## src/rtl/smc_pin_pkg.sv

```systemverilog
// Constants and carrier types for the static memory pin interface
// Summary of operation
// Card slot select mirrors fourth chip select
// Card direction stable through whole transfer
// Flash assign enables glue on third region
// Read/write strobes reach flash enables when selected
// Flash enables drop outside third region
// Flash enables replace sixth, seventh selects
// Master avoids sixth/seventh region while assigned
// Address bits 22, 21 pick latch cycles
// Flash chip enable kept by general I/O
// Eight selects, 26-bit address, 32-bit data
// Active-low wait stretches current access
// Slow clock uses fixed slow waveforms
// Page-mode burst reads up to 32 bytes; here up to 32 beats, address stepping by 4 per beat
// Selects, strobes and wait active low
// Each select spans 64 Mbytes, aliasing
// Significant address bits follow bus width
// Per-select bus width 8, 16 or 32
// Wide buses use byte write or select
// Shared pins carry A0/A1 or lane strobes
// Unused lane strobes held inactive
// Idle: all selects and strobes high
package smc_pin_pkg;
   localparam int NUM_CS     = 8;
   localparam int ADDR_W     = 26;
   localparam int DATA_W     = 32;
   localparam int CS_W       = 3;
   localparam int CNT_W      = 6;
   localparam int PAGE_BYTES = 32;
   localparam int PAGE_W     = 5;
   localparam logic [CS_W-1:0] FLASH_CS = 3'h3;
   localparam logic [CS_W-1:0] CARD_CS  = 3'h4;
   localparam logic [CS_W-1:0] SIXTH_CS = 3'h6;
   localparam logic [CS_W-1:0] SEVENTH_CS = 3'h7;
   localparam int ALE_BIT    = 22;
   localparam int CLE_BIT    = 21;
   // Slow clock waveform: fixed two-cycle setup, pulse, hold
   localparam logic [CNT_W-1:0] SLOW_SETUP = 6'h01;
   localparam logic [CNT_W-1:0] SLOW_PULSE = 6'h01;
   localparam logic [CNT_W-1:0] SLOW_HOLD  = 6'h01;

   typedef enum logic [1:0] {
      WIDTH_8, WIDTH_16, WIDTH_32, WIDTH_RSVD
   } bus_width_e;

   typedef enum logic {
      BYTE_SELECT, BYTE_WRITE
   } byte_access_e;

   typedef struct packed {
      bus_width_e   bus_width_field;
      byte_access_e byte_access_type;
      logic [CNT_W-1:0] setup;
      logic [CNT_W-1:0] pulse;
      logic [CNT_W-1:0] hold;
   } per_select_mode_s;

   typedef struct packed {
      logic              valid;
      logic              write;
      logic [CS_W-1:0]   cs;
      logic [ADDR_W-1:0] addr;
      logic [3:0]        byte_en;
      logic [DATA_W-1:0] wdata;
      logic              page_burst;
      logic [PAGE_W-1:0] page_len;
   } access_req_s;

   typedef struct packed {
      logic [NUM_CS-1:0] chip_select_n;
      logic              read_strobe_n;
      logic              write_strobe_n;
      logic              lane0_pin;
      logic              lane1_pin;
      logic              lane2_pin;
      logic              lane3_pin;
      logic [ADDR_W-1:0] addr;
   } pins_s;
endpackage : smc_pin_pkg

```

## src/rtl/pin_mux.sv

```systemverilog
// Shared pin multiplexing by bus width and byte access type
`timescale 1ns/10ps
module pin_mux (
   input  wire smc_pin_pkg::bus_width_e   width_in,
   input  wire smc_pin_pkg::byte_access_e bat_in,
   input  wire logic [1:0]                addr_lo_in,
   input  wire logic [3:0]                byte_en_in,
   input  wire logic                      sel_act_in,
   input  wire logic                      wr_act_in,
   output logic                           lane0_out,
   output logic                           lane1_out,
   output logic                           lane2_out,
   output logic                           lane3_out,
   output logic                           we_out
);
   logic wide;
   logic bwrite;
   logic [3:0] bs_n;
   logic [3:0] wr_n;

   assign wide   = (width_in != smc_pin_pkg::WIDTH_8);
   assign bwrite = wide && (bat_in == smc_pin_pkg::BYTE_WRITE);
   // Byte selects follow address timing; lane writes follow the write pulse
   assign bs_n = ~(byte_en_in & {4{sel_act_in}});
   assign wr_n = ~(byte_en_in & {4{wr_act_in}});

   assign lane0_out = !wide ? addr_lo_in[0] : (bwrite ? 1'b1 : bs_n[0]);
   assign we_out    = bwrite ? wr_n[0] : ~wr_act_in;
   assign lane1_out = !wide ? 1'b1 : (bwrite ? wr_n[1] : bs_n[1]);
   assign lane2_out = (width_in != smc_pin_pkg::WIDTH_32) ? addr_lo_in[1]
                      : (bwrite ? wr_n[2] : bs_n[2]);
   assign lane3_out = (width_in != smc_pin_pkg::WIDTH_32) ? 1'b1
                      : (bwrite ? wr_n[3] : bs_n[3]);
endmodule : pin_mux

```

## src/rtl/static_memory_pin_interface.sv

```systemverilog
// Static memory controller pin front end with flash and card glue
`timescale 1ns/10ps
module static_memory_pin_interface (
   input  wire logic                                 core_clk_in,
   input  wire logic                                 rst_n_in,
   input  wire smc_pin_pkg::access_req_s             req_in,
   output logic                                      req_ready_out,
   output logic                                      rdata_valid_out,
   output logic [smc_pin_pkg::DATA_W-1:0]            rdata_out,
   output logic                                      done_out,
   input  wire smc_pin_pkg::per_select_mode_s [7:0]  mode_in,
   input  wire logic                                 flash_region_assign_in,
   input  wire logic                                 card_assign_in,
   input  wire logic                                 slow_clock_in,
   input  wire logic                                 wait_request_n_in,
   output logic [smc_pin_pkg::NUM_CS-1:0]            chip_select_n_out,
   output logic                                      card_slot_select_out,
   output logic                                      card_direction_out,
   output logic                                      read_strobe_n_out,
   output logic                                      write_strobe_n_out,
   output logic                                      lane0_out,
   output logic                                      lane1_out,
   output logic                                      lane2_out,
   output logic                                      lane3_out,
   output logic                                      flash_output_enable_out,
   output logic                                      flash_write_enable_out,
   output logic                                      flash_ale_out,
   output logic                                      flash_cle_out,
   output logic [smc_pin_pkg::ADDR_W-1:0]            addr_out,
   input  wire logic [smc_pin_pkg::DATA_W-1:0]       data_in,
   output logic [smc_pin_pkg::DATA_W-1:0]            data_out,
   output logic                                      data_oe_out
);
   typedef enum logic [1:0] {ST_IDLE, ST_SETUP, ST_PULSE, ST_HOLD} phase_e;

   phase_e                              phase_r;
   phase_e                              phase_nxt;
   smc_pin_pkg::access_req_s            cur_r;
   smc_pin_pkg::per_select_mode_s       cfg_r;
   logic [smc_pin_pkg::CNT_W-1:0]       cnt_r;
   logic [smc_pin_pkg::CNT_W-1:0]       cnt_nxt;
   logic [smc_pin_pkg::PAGE_W-1:0]      beats_r;
   logic [smc_pin_pkg::DATA_W-1:0]      rdata_r;
   logic                                rvalid_r;
   logic                                done_r;
   logic                                wait_n;

   // Significant address bits per width; lower bits forced to zero
   function automatic logic [smc_pin_pkg::ADDR_W-1:0] mask_addr(
      input logic [smc_pin_pkg::ADDR_W-1:0] a,
      input smc_pin_pkg::bus_width_e        w
   );
      logic [smc_pin_pkg::ADDR_W-1:0] r;
      r = a;
      case (w)
         smc_pin_pkg::WIDTH_16: r[0] = 1'b0;
         smc_pin_pkg::WIDTH_32: r[1:0] = 2'h0;
         default: r = a;
      endcase
      return r;
   endfunction : mask_addr

   // Timing selection: slow clock overrides programmed waveform
   function automatic logic [smc_pin_pkg::CNT_W-1:0] phase_len(
      input phase_e                        p,
      input smc_pin_pkg::per_select_mode_s m,
      input logic                          slow
   );
      logic [smc_pin_pkg::CNT_W-1:0] r;
      r = 6'h00;
      case (p)
         ST_SETUP: r = slow ? smc_pin_pkg::SLOW_SETUP : m.setup;
         ST_PULSE: r = slow ? smc_pin_pkg::SLOW_PULSE : m.pulse;
         ST_HOLD:  r = slow ? smc_pin_pkg::SLOW_HOLD  : m.hold;
         default:  r = 6'h00;
      endcase
      return r;
   endfunction : phase_len

   wait_sync u_wait (
      .core_clk_in (core_clk_in),
      .rst_n_in    (rst_n_in),
      .async_in    (wait_request_n_in),
      .level_out   (wait_n)
   );

   // Phase sequencing
   wire logic busy      = (phase_r != ST_IDLE);
   wire logic cnt_done  = (cnt_r == 6'h00);
   wire logic in_pulse  = (phase_r == ST_PULSE);
   wire logic stretched = in_pulse && !wait_n;
   wire logic more_beats = cur_r.page_burst && !cur_r.write && (beats_r != 5'h00);
   wire logic accept    = !busy && req_in.valid;
   wire smc_pin_pkg::per_select_mode_s acc_cfg = mode_in[req_in.cs];

   assign req_ready_out = !busy;

   always_comb begin
      phase_nxt = phase_r;
      cnt_nxt   = cnt_r;
      case (phase_r)
         ST_IDLE: begin
            if (req_in.valid) begin
               phase_nxt = ST_SETUP;
               cnt_nxt   = phase_len(ST_SETUP, acc_cfg, slow_clock_in);
            end
         end
         ST_SETUP: begin
            if (cnt_done) begin
               phase_nxt = ST_PULSE;
               cnt_nxt   = phase_len(ST_PULSE, cfg_r, slow_clock_in);
            end else begin
               cnt_nxt = cnt_r - 6'h01;
            end
         end
         ST_PULSE: begin
            if (stretched) begin
               cnt_nxt = cnt_r;
            end else if (!cnt_done) begin
               cnt_nxt = cnt_r - 6'h01;
            end else if (more_beats) begin
               cnt_nxt = phase_len(ST_PULSE, cfg_r, slow_clock_in);
            end else begin
               phase_nxt = ST_HOLD;
               cnt_nxt   = phase_len(ST_HOLD, cfg_r, slow_clock_in);
            end
         end
         ST_HOLD: begin
            if (cnt_done) begin
               phase_nxt = ST_IDLE;
            end else begin
               cnt_nxt = cnt_r - 6'h01;
            end
         end
         default: phase_nxt = ST_IDLE;
      endcase
   end

   wire logic pulse_end = in_pulse && cnt_done && !stretched;

   always_ff @(posedge core_clk_in) begin
      if (!rst_n_in) begin
         phase_r <= ST_IDLE;
         cnt_r   <= 6'h00;
      end else begin
         phase_r <= phase_nxt;
         cnt_r   <= cnt_nxt;
      end
   end

   // Captured access stays fixed for the whole transfer, except the address, which steps by 4 per burst beat
   always_ff @(posedge core_clk_in) begin
      if (!rst_n_in) begin
         cur_r   <= '0;
         cfg_r   <= '0;
         beats_r <= 5'h00;
      end else if (accept) begin
         cur_r   <= req_in;
         cfg_r   <= acc_cfg;
         beats_r <= req_in.page_len;
      end else if (pulse_end && more_beats) begin
         cur_r.addr <= cur_r.addr + {{(smc_pin_pkg::ADDR_W-3){1'b0}}, 3'h4};
         beats_r    <= beats_r - 5'h01;
      end
   end

   // Read data captured on the cycle that ends the read pulse
   always_ff @(posedge core_clk_in) begin
      if (!rst_n_in) begin
         rdata_r  <= 32'h0000_0000;
         rvalid_r <= 1'b0;
         done_r   <= 1'b0;
      end else begin
         rvalid_r <= pulse_end && !cur_r.write;
         done_r   <= (phase_r == ST_HOLD) && cnt_done;
         if (pulse_end && !cur_r.write) begin
            rdata_r <= data_in;
         end
      end
   end

   assign rdata_out       = rdata_r;
   assign rdata_valid_out = rvalid_r;
   assign done_out        = done_r;

   // Raw strobes; idle state leaves every select and strobe high
   wire logic rd_act = in_pulse && !cur_r.write;
   wire logic wr_act = in_pulse && cur_r.write;
   wire logic [smc_pin_pkg::NUM_CS-1:0] cs_raw_n =
      busy ? ~(8'h01 << cur_r.cs) : 8'hff;
   wire logic flash_mode = flash_region_assign_in;
   wire logic flash_sel  = busy && (cur_r.cs == smc_pin_pkg::FLASH_CS);
   wire logic flash_oe_n = !(flash_mode && flash_sel && rd_act);
   wire logic flash_we_n = !(flash_mode && flash_sel && wr_act);

   // Sixth and seventh select pins carry the flash strobes when assigned
   genvar gi;
   generate
      for (gi = 0; gi < smc_pin_pkg::NUM_CS; gi = gi + 1) begin : g_cs
         if (gi == int'(smc_pin_pkg::SIXTH_CS)) begin : g_six
            assign chip_select_n_out[gi] = flash_mode ? flash_oe_n : cs_raw_n[gi];
         end else if (gi == int'(smc_pin_pkg::SEVENTH_CS)) begin : g_sev
            assign chip_select_n_out[gi] = flash_mode ? flash_we_n : cs_raw_n[gi];
         end else begin : g_pl
            assign chip_select_n_out[gi] = cs_raw_n[gi];
         end
      end
   endgenerate

   assign flash_output_enable_out = flash_oe_n;
   assign flash_write_enable_out  = flash_we_n;
   // Latch enables come straight from the address bus
   assign flash_ale_out = addr_out[smc_pin_pkg::ALE_BIT];
   assign flash_cle_out = addr_out[smc_pin_pkg::CLE_BIT];

   // Card select is the fourth select waveform itself
   assign card_slot_select_out = card_assign_in ? cs_raw_n[smc_pin_pkg::CARD_CS] : 1'b1;
   // Direction derives from the captured access, so it cannot move mid-transfer
   assign card_direction_out = busy ? !cur_r.write : 1'b1;

   assign read_strobe_n_out = ~rd_act;
   // Address wraps within the 64 Mbyte window of each select
   assign addr_out = mask_addr(cur_r.addr, cfg_r.bus_width_field);

   pin_mux u_mux (
      .width_in   (cfg_r.bus_width_field),
      .bat_in     (cfg_r.byte_access_type),
      .addr_lo_in (cur_r.addr[1:0]),
      .byte_en_in (cur_r.byte_en),
      .sel_act_in (busy),
      .wr_act_in  (wr_act),
      .lane0_out  (lane0_out),
      .lane1_out  (lane1_out),
      .lane2_out  (lane2_out),
      .lane3_out  (lane3_out),
      .we_out     (write_strobe_n_out)
   );

   assign data_out    = cur_r.wdata;
   assign data_oe_out = busy && cur_r.write;
endmodule : static_memory_pin_interface

```

## src/rtl/wait_sync.sv

```systemverilog
// Three-stage synchroniser for the external wait request
`timescale 1ns/10ps
module wait_sync (
   input  wire logic core_clk_in,
   input  wire logic rst_n_in,
   input  wire logic async_in,
   output logic      level_out
);
   logic s1_r;
   logic s2_r;
   logic s3_r;

   always_ff @(posedge core_clk_in) begin
      if (!rst_n_in) begin
         s1_r      <= 1'b1;
         s2_r      <= 1'b1;
         s3_r      <= 1'b1;
         level_out <= 1'b1;
      end else begin
         s1_r <= async_in;
         s2_r <= s1_r;
         s3_r <= s2_r;
         // Only take a change once stages two and three agree
         if (s2_r == s3_r) begin
            level_out <= s3_r;
         end
      end
   end
endmodule : wait_sync
```

## config.mk

```make
export PLATFORM = sky130hd
export DESIGN_NAME = static_memory_pin_interface
export DESIGN_NICKNAME = d
export VERILOG_FILES = /design/src/rtl/smc_pin_pkg.sv /design/src/rtl/pin_mux.sv /design/src/rtl/static_memory_pin_interface.sv /design/src/rtl/wait_sync.sv
export SDC_FILE = /design/constraint.sdc
export NUM_CORES = 1
export LEC_CHECK = 0
export BUFFER_PORTS_ARGS = -buffer_cell sky130_fd_sc_hd__buf_2
export CORE_AREA = 5 5 149 151
export DETAILED_ROUTE_END_ITERATION = 8
export DIE_AREA = 0 0 154 156
export PLACE_DENSITY = 0.73
export RECOVER_POWER = 100
export SYNTH_ARGS = -nofsm -noshare
export SYNTH_HDL_FRONTEND = slang
export SYNTH_HIERARCHICAL = 1
export SYNTH_SLANG_ARGS = --single-unit
```

## constraint.sdc

```tcl
create_clock -name core_clk_in -period 1.9 [get_ports core_clk_in]
set_input_delay 0.38 -clock core_clk_in [delete_from_list [all_inputs] [get_ports core_clk_in]]
set_output_delay 0.38 -clock core_clk_in [all_outputs]
set_load 0.005 [all_outputs]
```

# After elaboration in Yosys (flattened, before gate mapping)
# Index checks and enable logic that the tools add are counted.
[op_classes]
n_bitwise = 7
n_mul = 0
n_lt_le_gt_ge = 1
mux = 39
div = 0
addsub = 3
n_eq_ne = 15
shifts = 1
reduce_logical = 32
[op_table]
columns = ["cell", "n"]
rows = [
  ["$bmux W21 S3", 1],
  ["$mux W6", 9],
  ["$mux W26", 2],
  ["$add A26 B3 Y26 const B", 1],
  ["$pmux W6 S4", 1],
  ["$mux W21", 1],
  ["$logic_and A1 B1 Y1", 17],
  ["$ne A2 B2 Y1 const B", 8],
  ["$mux W1", 15],
  ["$mux W2", 6],
  ["$mux W5", 2],
  ["$and A4 B4 Y4", 2],
  ["$mux W8", 1],
  ["$not A4 Y4", 2],
  ["$not A8 Y8", 1],
  ["$pmux W2 S4", 1],
  ["$shl A1 B3 Y8 const A", 1],
  ["$eq A2 B2 Y1 const B", 3],
  ["$logic_not A1 Y1", 6],
  ["$logic_not A6 Y1", 1],
  ["$reduce_and A6 Y1", 1],
  ["$reduce_bool A2 Y1", 3],
  ["$sub A6 B1 Y6 const B", 1],
  ["$reduce_bool A5 Y1", 1],
  ["9 further kinds", 11],
]
[totals]
word_cells = 118
ram_bits = 0
out_inout_bits = 114
latch_bits = 0
mem_count = 0
mem_bits_ro = 0
register_bits = 133
inputBits = 279

# Logic depth before layout (Yosys ltp)
# Gate-level depths: netlist of the first run.
[depth]
ltp_word = 7
depth_mapped = 9
ltp_nobuf = 7

# Hierarchy
# The synthesis of the first run kept the hierarchy.
[modules_own_cells]
columns = ["module", "cells_per_inst", "area_each_um2", "n_inst"]
rows = [
  ["static_memory_pin_interface", 827, 7170.6, 1],
  ["wait_sync", 10, 112.6, 1],
  ["pin_mux", 11, 91.3, 1],
]

# Worst setup path after synthesis of the first run
# No wires, ideal clock.
[synth_timing]
path_type = "reg-to-reg"
start = "register phase_r[0]"
end = "register cfg_r[10] (netlist bit)"
path_stages_with_launch = 9
arrival_time_ns = 1.906
setup_slack_ns = -0.144
n_path_buf = 4
setup_ns = 0.137
required_ns = 1.763
path_cell_list = "dfxtp_1 > inv_1 > ha_1 > clkbuf_1 > and2_1 > clkbuf_1 > clkbuf_1 > buf_1 > a211oi_1"
[synth_between]
elab_chain_cells = 3
[synth_rtl]
columns = ["element", "line", "text"]
rows = [
  ["start: declaration", "static_memory_pin_interface.sv:36", "phase_e phase_r;"],
  ["start signal: assignment", "static_memory_pin_interface.sv:146", "phase_r <= phase_nxt;"],
  ["$reduce_bool A2 Y1", "static_memory_pin_interface.sv:88", "wire logic busy = (phase_r != ST_IDLE);"],
  ["$logic_not A1 Y1", "--", ""],
  ["net req_ready_out", "static_memory_pin_interface.sv:7", "output logic req_ready_out,"],
  ["$logic_and A1 B1 Y1", "static_memory_pin_interface.sv:93", "wire logic accept = !busy && req_in.valid;"],
  ["end signal: assignment", "static_memory_pin_interface.sv:159", "cfg_r <= acc_cfg;"],
  ["end: declaration", "static_memory_pin_interface.sv:39", "smc_pin_pkg::per_select_mode_s cfg_r;"],
]
# The timed path passes the listed nets, and every way through them passes these cells.
# A chain may end at the register's enable or synchronous reset.

# Worst setup path after layout of the first run
[layout_timing]
start = "register phase_r[0]"
end = "output lane1_out"
[layout_between]
elab_chain_cells = 6
[layout_rtl]
columns = ["element", "line", "text"]
rows = [
  ["$eq A2 B2 Y1", "static_memory_pin_interface.sv:90", "wire logic in_pulse = (phase_r == ST_PULSE);"],
  ["$logic_and A1 B1 Y1", "static_memory_pin_interface.sv:188", "wire logic wr_act = in_pulse && cur_r.write;"],
  ["net wr_act", "static_memory_pin_interface.sv:188", ""],
  ["$and A4 B4 Y4", "pin_mux.sv:25", "assign wr_n = ~(byte_en_in & {4{wr_act_in}});"],
  ["$not A4 Y4", "pin_mux.sv:25", ""],
  ["$mux W1 (2 in series)", "pin_mux.sv:29", "assign lane1_out = !wide ? 1'b1 : (bwrite ? wr_n[1] : bs_n[1]);"],
  ["end: declaration", "static_memory_pin_interface.sv:22", "output logic lane1_out,"],
]
# The timed path passes the listed nets, and every way through them passes these cells.

==> impl_metrics.ini, run 1 <==
[status]
status = finished with violations
violations = negative setup slack

[finish]
drive_above_1_share_pct = 46.1
fillerInstances = 1920
final-instance-count-excl-fill = 1528
area_delta_synth_final_pct = 48.9
finish.instance_area_um2 = 11000
fin_nets = 1525

[yosys]
synth_top_area_share_pct = 36.1
synth-edff-count = 0
synthTopCellsByArea = dfxtp_1, mux4_2, nand2_1, a21oi_1, buf_4
netlist_instances = 848
synth_top_flop_cell = dfxtp_1
synth_top_cell_by_area = dfxtp_1
ys_seq_area_share_pct = 36.1
synth_nets = 1136
synth_cell_types = 57
avgSynthCellArea_um2 = 8.70
async_flop_share_pct = 0
synth.ff_latch_count = 133
yosys_warnings = 6
syn_area_um2 = 7370

[global_route]
gr-total-overflow = 0
grt_start_max_net_pins = 82
grt_first_pass_wirelength_um = 40800
antenna_found_initial = 4
grt_pass1_vias = 7665
grtUsageTotal_pct = 21.3

[worst_setup_path]
crit_required_ns = 1.52
end_kind = output port
critPathKind = reg -> out
worstPathArrival_ns = 1.77
r2r_slack_ns = -0.24
startpoint_type = flop
cp_max_fo = 3

[placement]
globalplace.congestion = 0.881
place_inst = 1458
placed_cell_area_um2 = 9610
numPortBuffers = 392
dpl.hpwl_um = 20800

[routing]
viasPerCell = 5.11
avgRoutedWirePerCell_um = 18.0
remaining_drc_errors = 0
routed_wl_um = 27500
drt_first_pass_iters = 4
drt_iter0_markers = 516
routed-via-count = 7814
ant_nets = 0

[clock_tree]
clkLatencyLatePin_ns = 0.41
clk_pin_slew_ns = 0.06
cts-root-buf = clkbuf_16
htreeDepth = 4
holdBufCountCts = 0
cts_buffer_depth = 2
cts_made_buffers = 17
cts_tree = yes
cts.sinks = 133

[sta]
hold_ws_ns = 0.146
finalSetupViolCount = 81
postLayoutSetupSlackWorst_ns = -0.254
fin_crit_ns = 2.15
rsz0062_at_grt = yes
fin_setup_tns_ns = -10.03
fin_skew_ns = 0.00738
fin_crit_sh_pct = 113
max_freq_mhz = 464
drv_slew = 0
worstMarginPinSlew_ns = 0.997
slew_headroom_pct = 33.5
final_hold_viol_count = 0

[floorplanning]
rows = 53
die_w_um = 154
start_util_pct = 35.6
ioPinCount = 393
dieArea_um2 = 24000
core_um2 = 20700
die_y_um = 156

[run]
maxCapViolations = 0

[min_path]
min_path_type = in -> reg

[power_and_ir_drop]
peakVddDrop_uv = 484
leakagePower_nw = 4.73
power_density_nw_per_um2 = 1090
## cell type report
class | instances | area, µm² | area share [%]
repair buffers | 485 | 2790 | 25.4
flip-flops and latches | 133 | 2680 | 24.4
diodes | 3 | 7.51 | 0.0684
clock buffers | 20 | 467 | 4.25
well taps | 275 | 344 | 3.13
clock inverters | 12 | 191 | 1.74
inverters | 14 | 61.3 | 0.558
multi-input cells | 586 | 4450 | 40.5
## power breakdown
group	switching (mW)	leakage [nW]	internal, mW	total, mW
clock network	1.32	0.320	2.33	3.65
registers	0.487	1.09	3.37	3.86
logic	2.24	3.32	2.27	4.52
total	4.05	4.73	7.97	12.0
## flip-flops by register name (all words and copies together) (netlist names)
signal and flops:
data_out 32, beats_r 5, cur_r 11, u_wait/s2_r 1
u_wait/s3_r 1, phase_r 2, u_wait/level_out 1, u_wait/s1_r 1
cnt_r 6, done_out 1, addr_out 24, cfg_r 15
rdata_out 32, rdata_valid_out 1
## synth_stat cells (13+ instances only)
cell,count
mux2i_1,21
o21ai_0,29
nand4_1,13
dfxtp_1,133
buf_4,56
xnor2_1,19
a211oi_1,20
clkbuf_1,50
nand2_1,176
a21oi_1,100
inv_1,14
nor2_1,37
mux4_2,42
nand3_1,17
## cells in the final DEF (no fill, tap or decap), types with 12 or more instances in the layout
cell type  instances
mux4_2            42
buf_6             17
nor2_1            35
xnor2_1           16
nand3_1           12
dfxtp_1          124
clkbuf_16         18
nand4_1           13
clkbuf_1          68
nand2_1          168
a21oi_1           92
buf_4             59
mux2i_1           21
o21ai_0           25
a211oi_1          18
buf_2            328
## worst paths after layout
kind                                         from     endpoint  cells past startpoint
worst max-delay path                   phase_r[0]    lane1_out                      7
worst min-delay path            wait_request_n_in  u_wait/s1_r                      2
worst min register to register        u_wait/s1_r  u_wait/s2_r                      1
worst max register to register         phase_r[1]   beats_r[3]                     11
## cell families (layout without fill, tap and decap cells)
logic type      count (synthesis)  count (layout)  share of synthesized area (%)
xor+xnor                       27              27                           3.21
flops                         133             133                           36.1
other cells                     0               3                              0
fa+ha+maj                       9               9                           1.53
buf+inv                       129             531                           9.54
simple gates                  304             304                           19.3
mux                            65              65                           16.0
compound gates                181             181                           14.3
## layer usage
layer  GRT usage, %  vias to the layer above  wire (µm)  part of all wire [%]
met5              0                        -          7                 0.025
met4           7.19                        2        746                   2.7
met3           5.71                       49       2060                   7.5
met2           37.9                      336      14200                    52
met1           24.9                     3700      10400                    38
li1               -                     3727          -                     -
## per-stage QoR
step                      power, mW  util [%]  setup slack (ns)
after global placement         7.67      46.4            -0.125
after floorplan                6.27         -           -0.0763
after global routing           12.7      53.1            -0.357
final                          12.0      53.1            -0.254
after detailed placement       7.76      46.4            -0.178
after CTS                      11.8      51.6            -0.295
## what timing repair did
action / 4_1_cts / 5_1_grt
pin swaps: 27 / 59
setup endpoints to repair: 40 / 58
buffers inserted: 18 / 20
resized for setup: 68 / 61
cloned: 1 / 1
## critical path: stages (launching register included)
cell and delay (ns):
dfxtp_2 0.35, inv_4 0.05, ha_4 0.16, buf_6 0.11
and2_4 0.16, mux2_4 0.28, nand3b_1 0.11, buf_2 0.14
Note: power is estimated with default switching activity, not from simulation.
==> run 2, diff against run 1 <==
--- a/config.mk
+++ b/config.mk
@@ -11,6 +11,7 @@
 export DIE_AREA = 0 0 154 156
 export PLACE_DENSITY = 0.73
 export RECOVER_POWER = 100
+export SETUP_SLACK_MARGIN = 0.15
 export SYNTH_ARGS = -nofsm -noshare
 export SYNTH_HDL_FRONTEND = slang
 export SYNTH_HIERARCHICAL = 1
==> impl_metrics.ini, run 2 (same netlist as run 1, synthesis figures left out) <==
[sta]
drv_slew = 0
hold_ws_ns = 0.147
fin_crit_ns = 2.12
worstMarginPinSlew_ns = 0.713
fin_crit_sh_pct = 112
postLayoutSetupSlackWorst_ns = -0.221
max_freq_mhz = 471
rsz0062_at_grt = yes
final_hold_viol_count = 0
finalSetupViolCount = 94
slew_headroom_pct = 52.5
fin_skew_ns = 0.00885

[worst_setup_path]
worstPathArrival_ns = 2.47
crit_family = simple AND/OR/NAND/NOR gates
crit_path_start = cnt_r[0]
cp-endpoint = cnt_r[4]
critPathKind = reg -> reg
r2r_end = cnt_r[4]
regToRegStartpoint = cnt_r[0]
startpoint_type = flop
cp_max_fo = 5
critical_path_buf_inv_count = 1
crit_cells = 7
end_kind = flop
critPathSlowestCell = or4b_4
cpPeakStageDelay_ns = 0.48
r2r_slack_ns = -0.22
path_cells = inv_2, ha_4, or4b_4, or4_4, nor3b_4, a22oi_2, a31oi_1
r2r_cells = 7
crit_required_ns = 2.25

[placement]
numPortBuffers = 392
place_inst = 1464
dpl.hpwl_um = 22100
globalplace.congestion = 0.924

[power_and_ir_drop]
peakVddDrop_uv = 520
leakagePower_nw = 4.84
power_density_nw_per_um2 = 1080
power_mw = 12.0

[floorplanning]
dieArea_um2 = 24000
core_um2 = 20700
ioPinCount = 393
rows = 53
die_w_um = 154
die_y_um = 156
start_util_pct = 35.6

[finish]
final-instance-count-excl-fill = 1534
layout_commonest_cell = buf_2
drive_above_1_share_pct = 48.5
final_cell_mix = buf_2, nand2_1, dfxtp_1
area_delta_synth_final_pct = 51.2
fin_nets = 1526

[clock_tree]
cts-root-buf = clkbuf_16
htreeDepth = 4
cts_buffer_depth = 2
clkLatencyLatePin_ns = 0.42
cts.sinks = 133
cts_made_buffers = 17
cts_tree = yes
clk_pin_slew_ns = 0.06

[global_route]
grt_first_pass_wirelength_um = 42200
grt_pass1_vias = 7823
gr-total-overflow = 0
antenna_found_initial = 10
grtUsageTotal_pct = 22.2
grt_start_max_net_pins = 66

[status]
violations = negative setup slack
status = finished with violations

[routing]
drt_first_pass_iters = 5
drt_iter0_markers = 547
avgRoutedWirePerCell_um = 19.5
remaining_drc_errors = 0
viasPerCell = 5.19
routed_wl_um = 29800
ant_nets = 0
routed-via-count = 7954

[min_path]
min_path_type = in -> reg
hold_depth = 2

[run]
maxCapViolations = 0
==> run 2: what timing repair did <==
action                                  in CTS  in global routing
gates cloned                                 1                  5
buffers inserted                             9                 15
pin swaps                                   30                 74
endpoints found under the setup margin      58                 60
hold buffers                                 0                  0
gates resized for setup                     56                101
==> run 2: report_power, final <==
part	switching [mW]	internal (mW)	total, mW
Sequential	0.492	3.37	3.86
Combinational	2.36	2.25	4.60
Clock	1.40	2.15	3.55
Total	4.25	7.76	12.0
==> run 2: per-stage QoR <==
| step | area, µm² | setup TNS [ns] | setup WS, ns | utilization, % |
|---|---|---|---|---|
| 6_report | 11100 | -6.99 | -0.221 | 53.9 |
| 5_1_grt | 11100 | -17.32 | -0.295 | 53.9 |
| 4_1_cts | 10700 | -2.92 | -0.208 | 51.6 |
| 3_5_place_dp | 9770 | -0.796 | -0.165 | 47.2 |
| 3_3_place_gp | 9770 | -0.611 | -0.132 | 47.2 |
| 2_1_floorplan | 7530 | -0.304 | -0.0762 | - |
==> run 2: per-layer routing <==
layer	up-vias	routed length, µm	track usage, %
li1	3743	-	-
met1	3739	11200	26.1
met2	401	15200	37.9
met3	71	2270	5.46
met4	0	1240	11.2
met5	-	0	0
==> run 2: worst min-delay path by stage <==
stage	from	end	slack (ns)
after floorplan	u_wait/s1_r	u_wait/s2_r	0.39
after global placement	u_wait/s1_r	u_wait/s2_r	0.40
after detailed placement	u_wait/s1_r	u_wait/s2_r	0.41
after CTS	wait_request_n_in	u_wait/s1_r	0.13
after global routing	wait_request_n_in	u_wait/s1_r	0.15
final	wait_request_n_in	u_wait/s1_r	0.15
==> run 2: cell type report <==
type / instances / area (µm²)
Fill cell: 1913 / 9540
Antenna cell: 8 / 20.0
Clock inverter: 14 / 189
Clock buffer: 18 / 439
Tap cell: 275 / 344
Multi-Input combinational cell: 586 / 4600
Timing Repair Buffer: 486 / 2820
Sequential cell: 133 / 2670
Inverter: 14 / 63.8
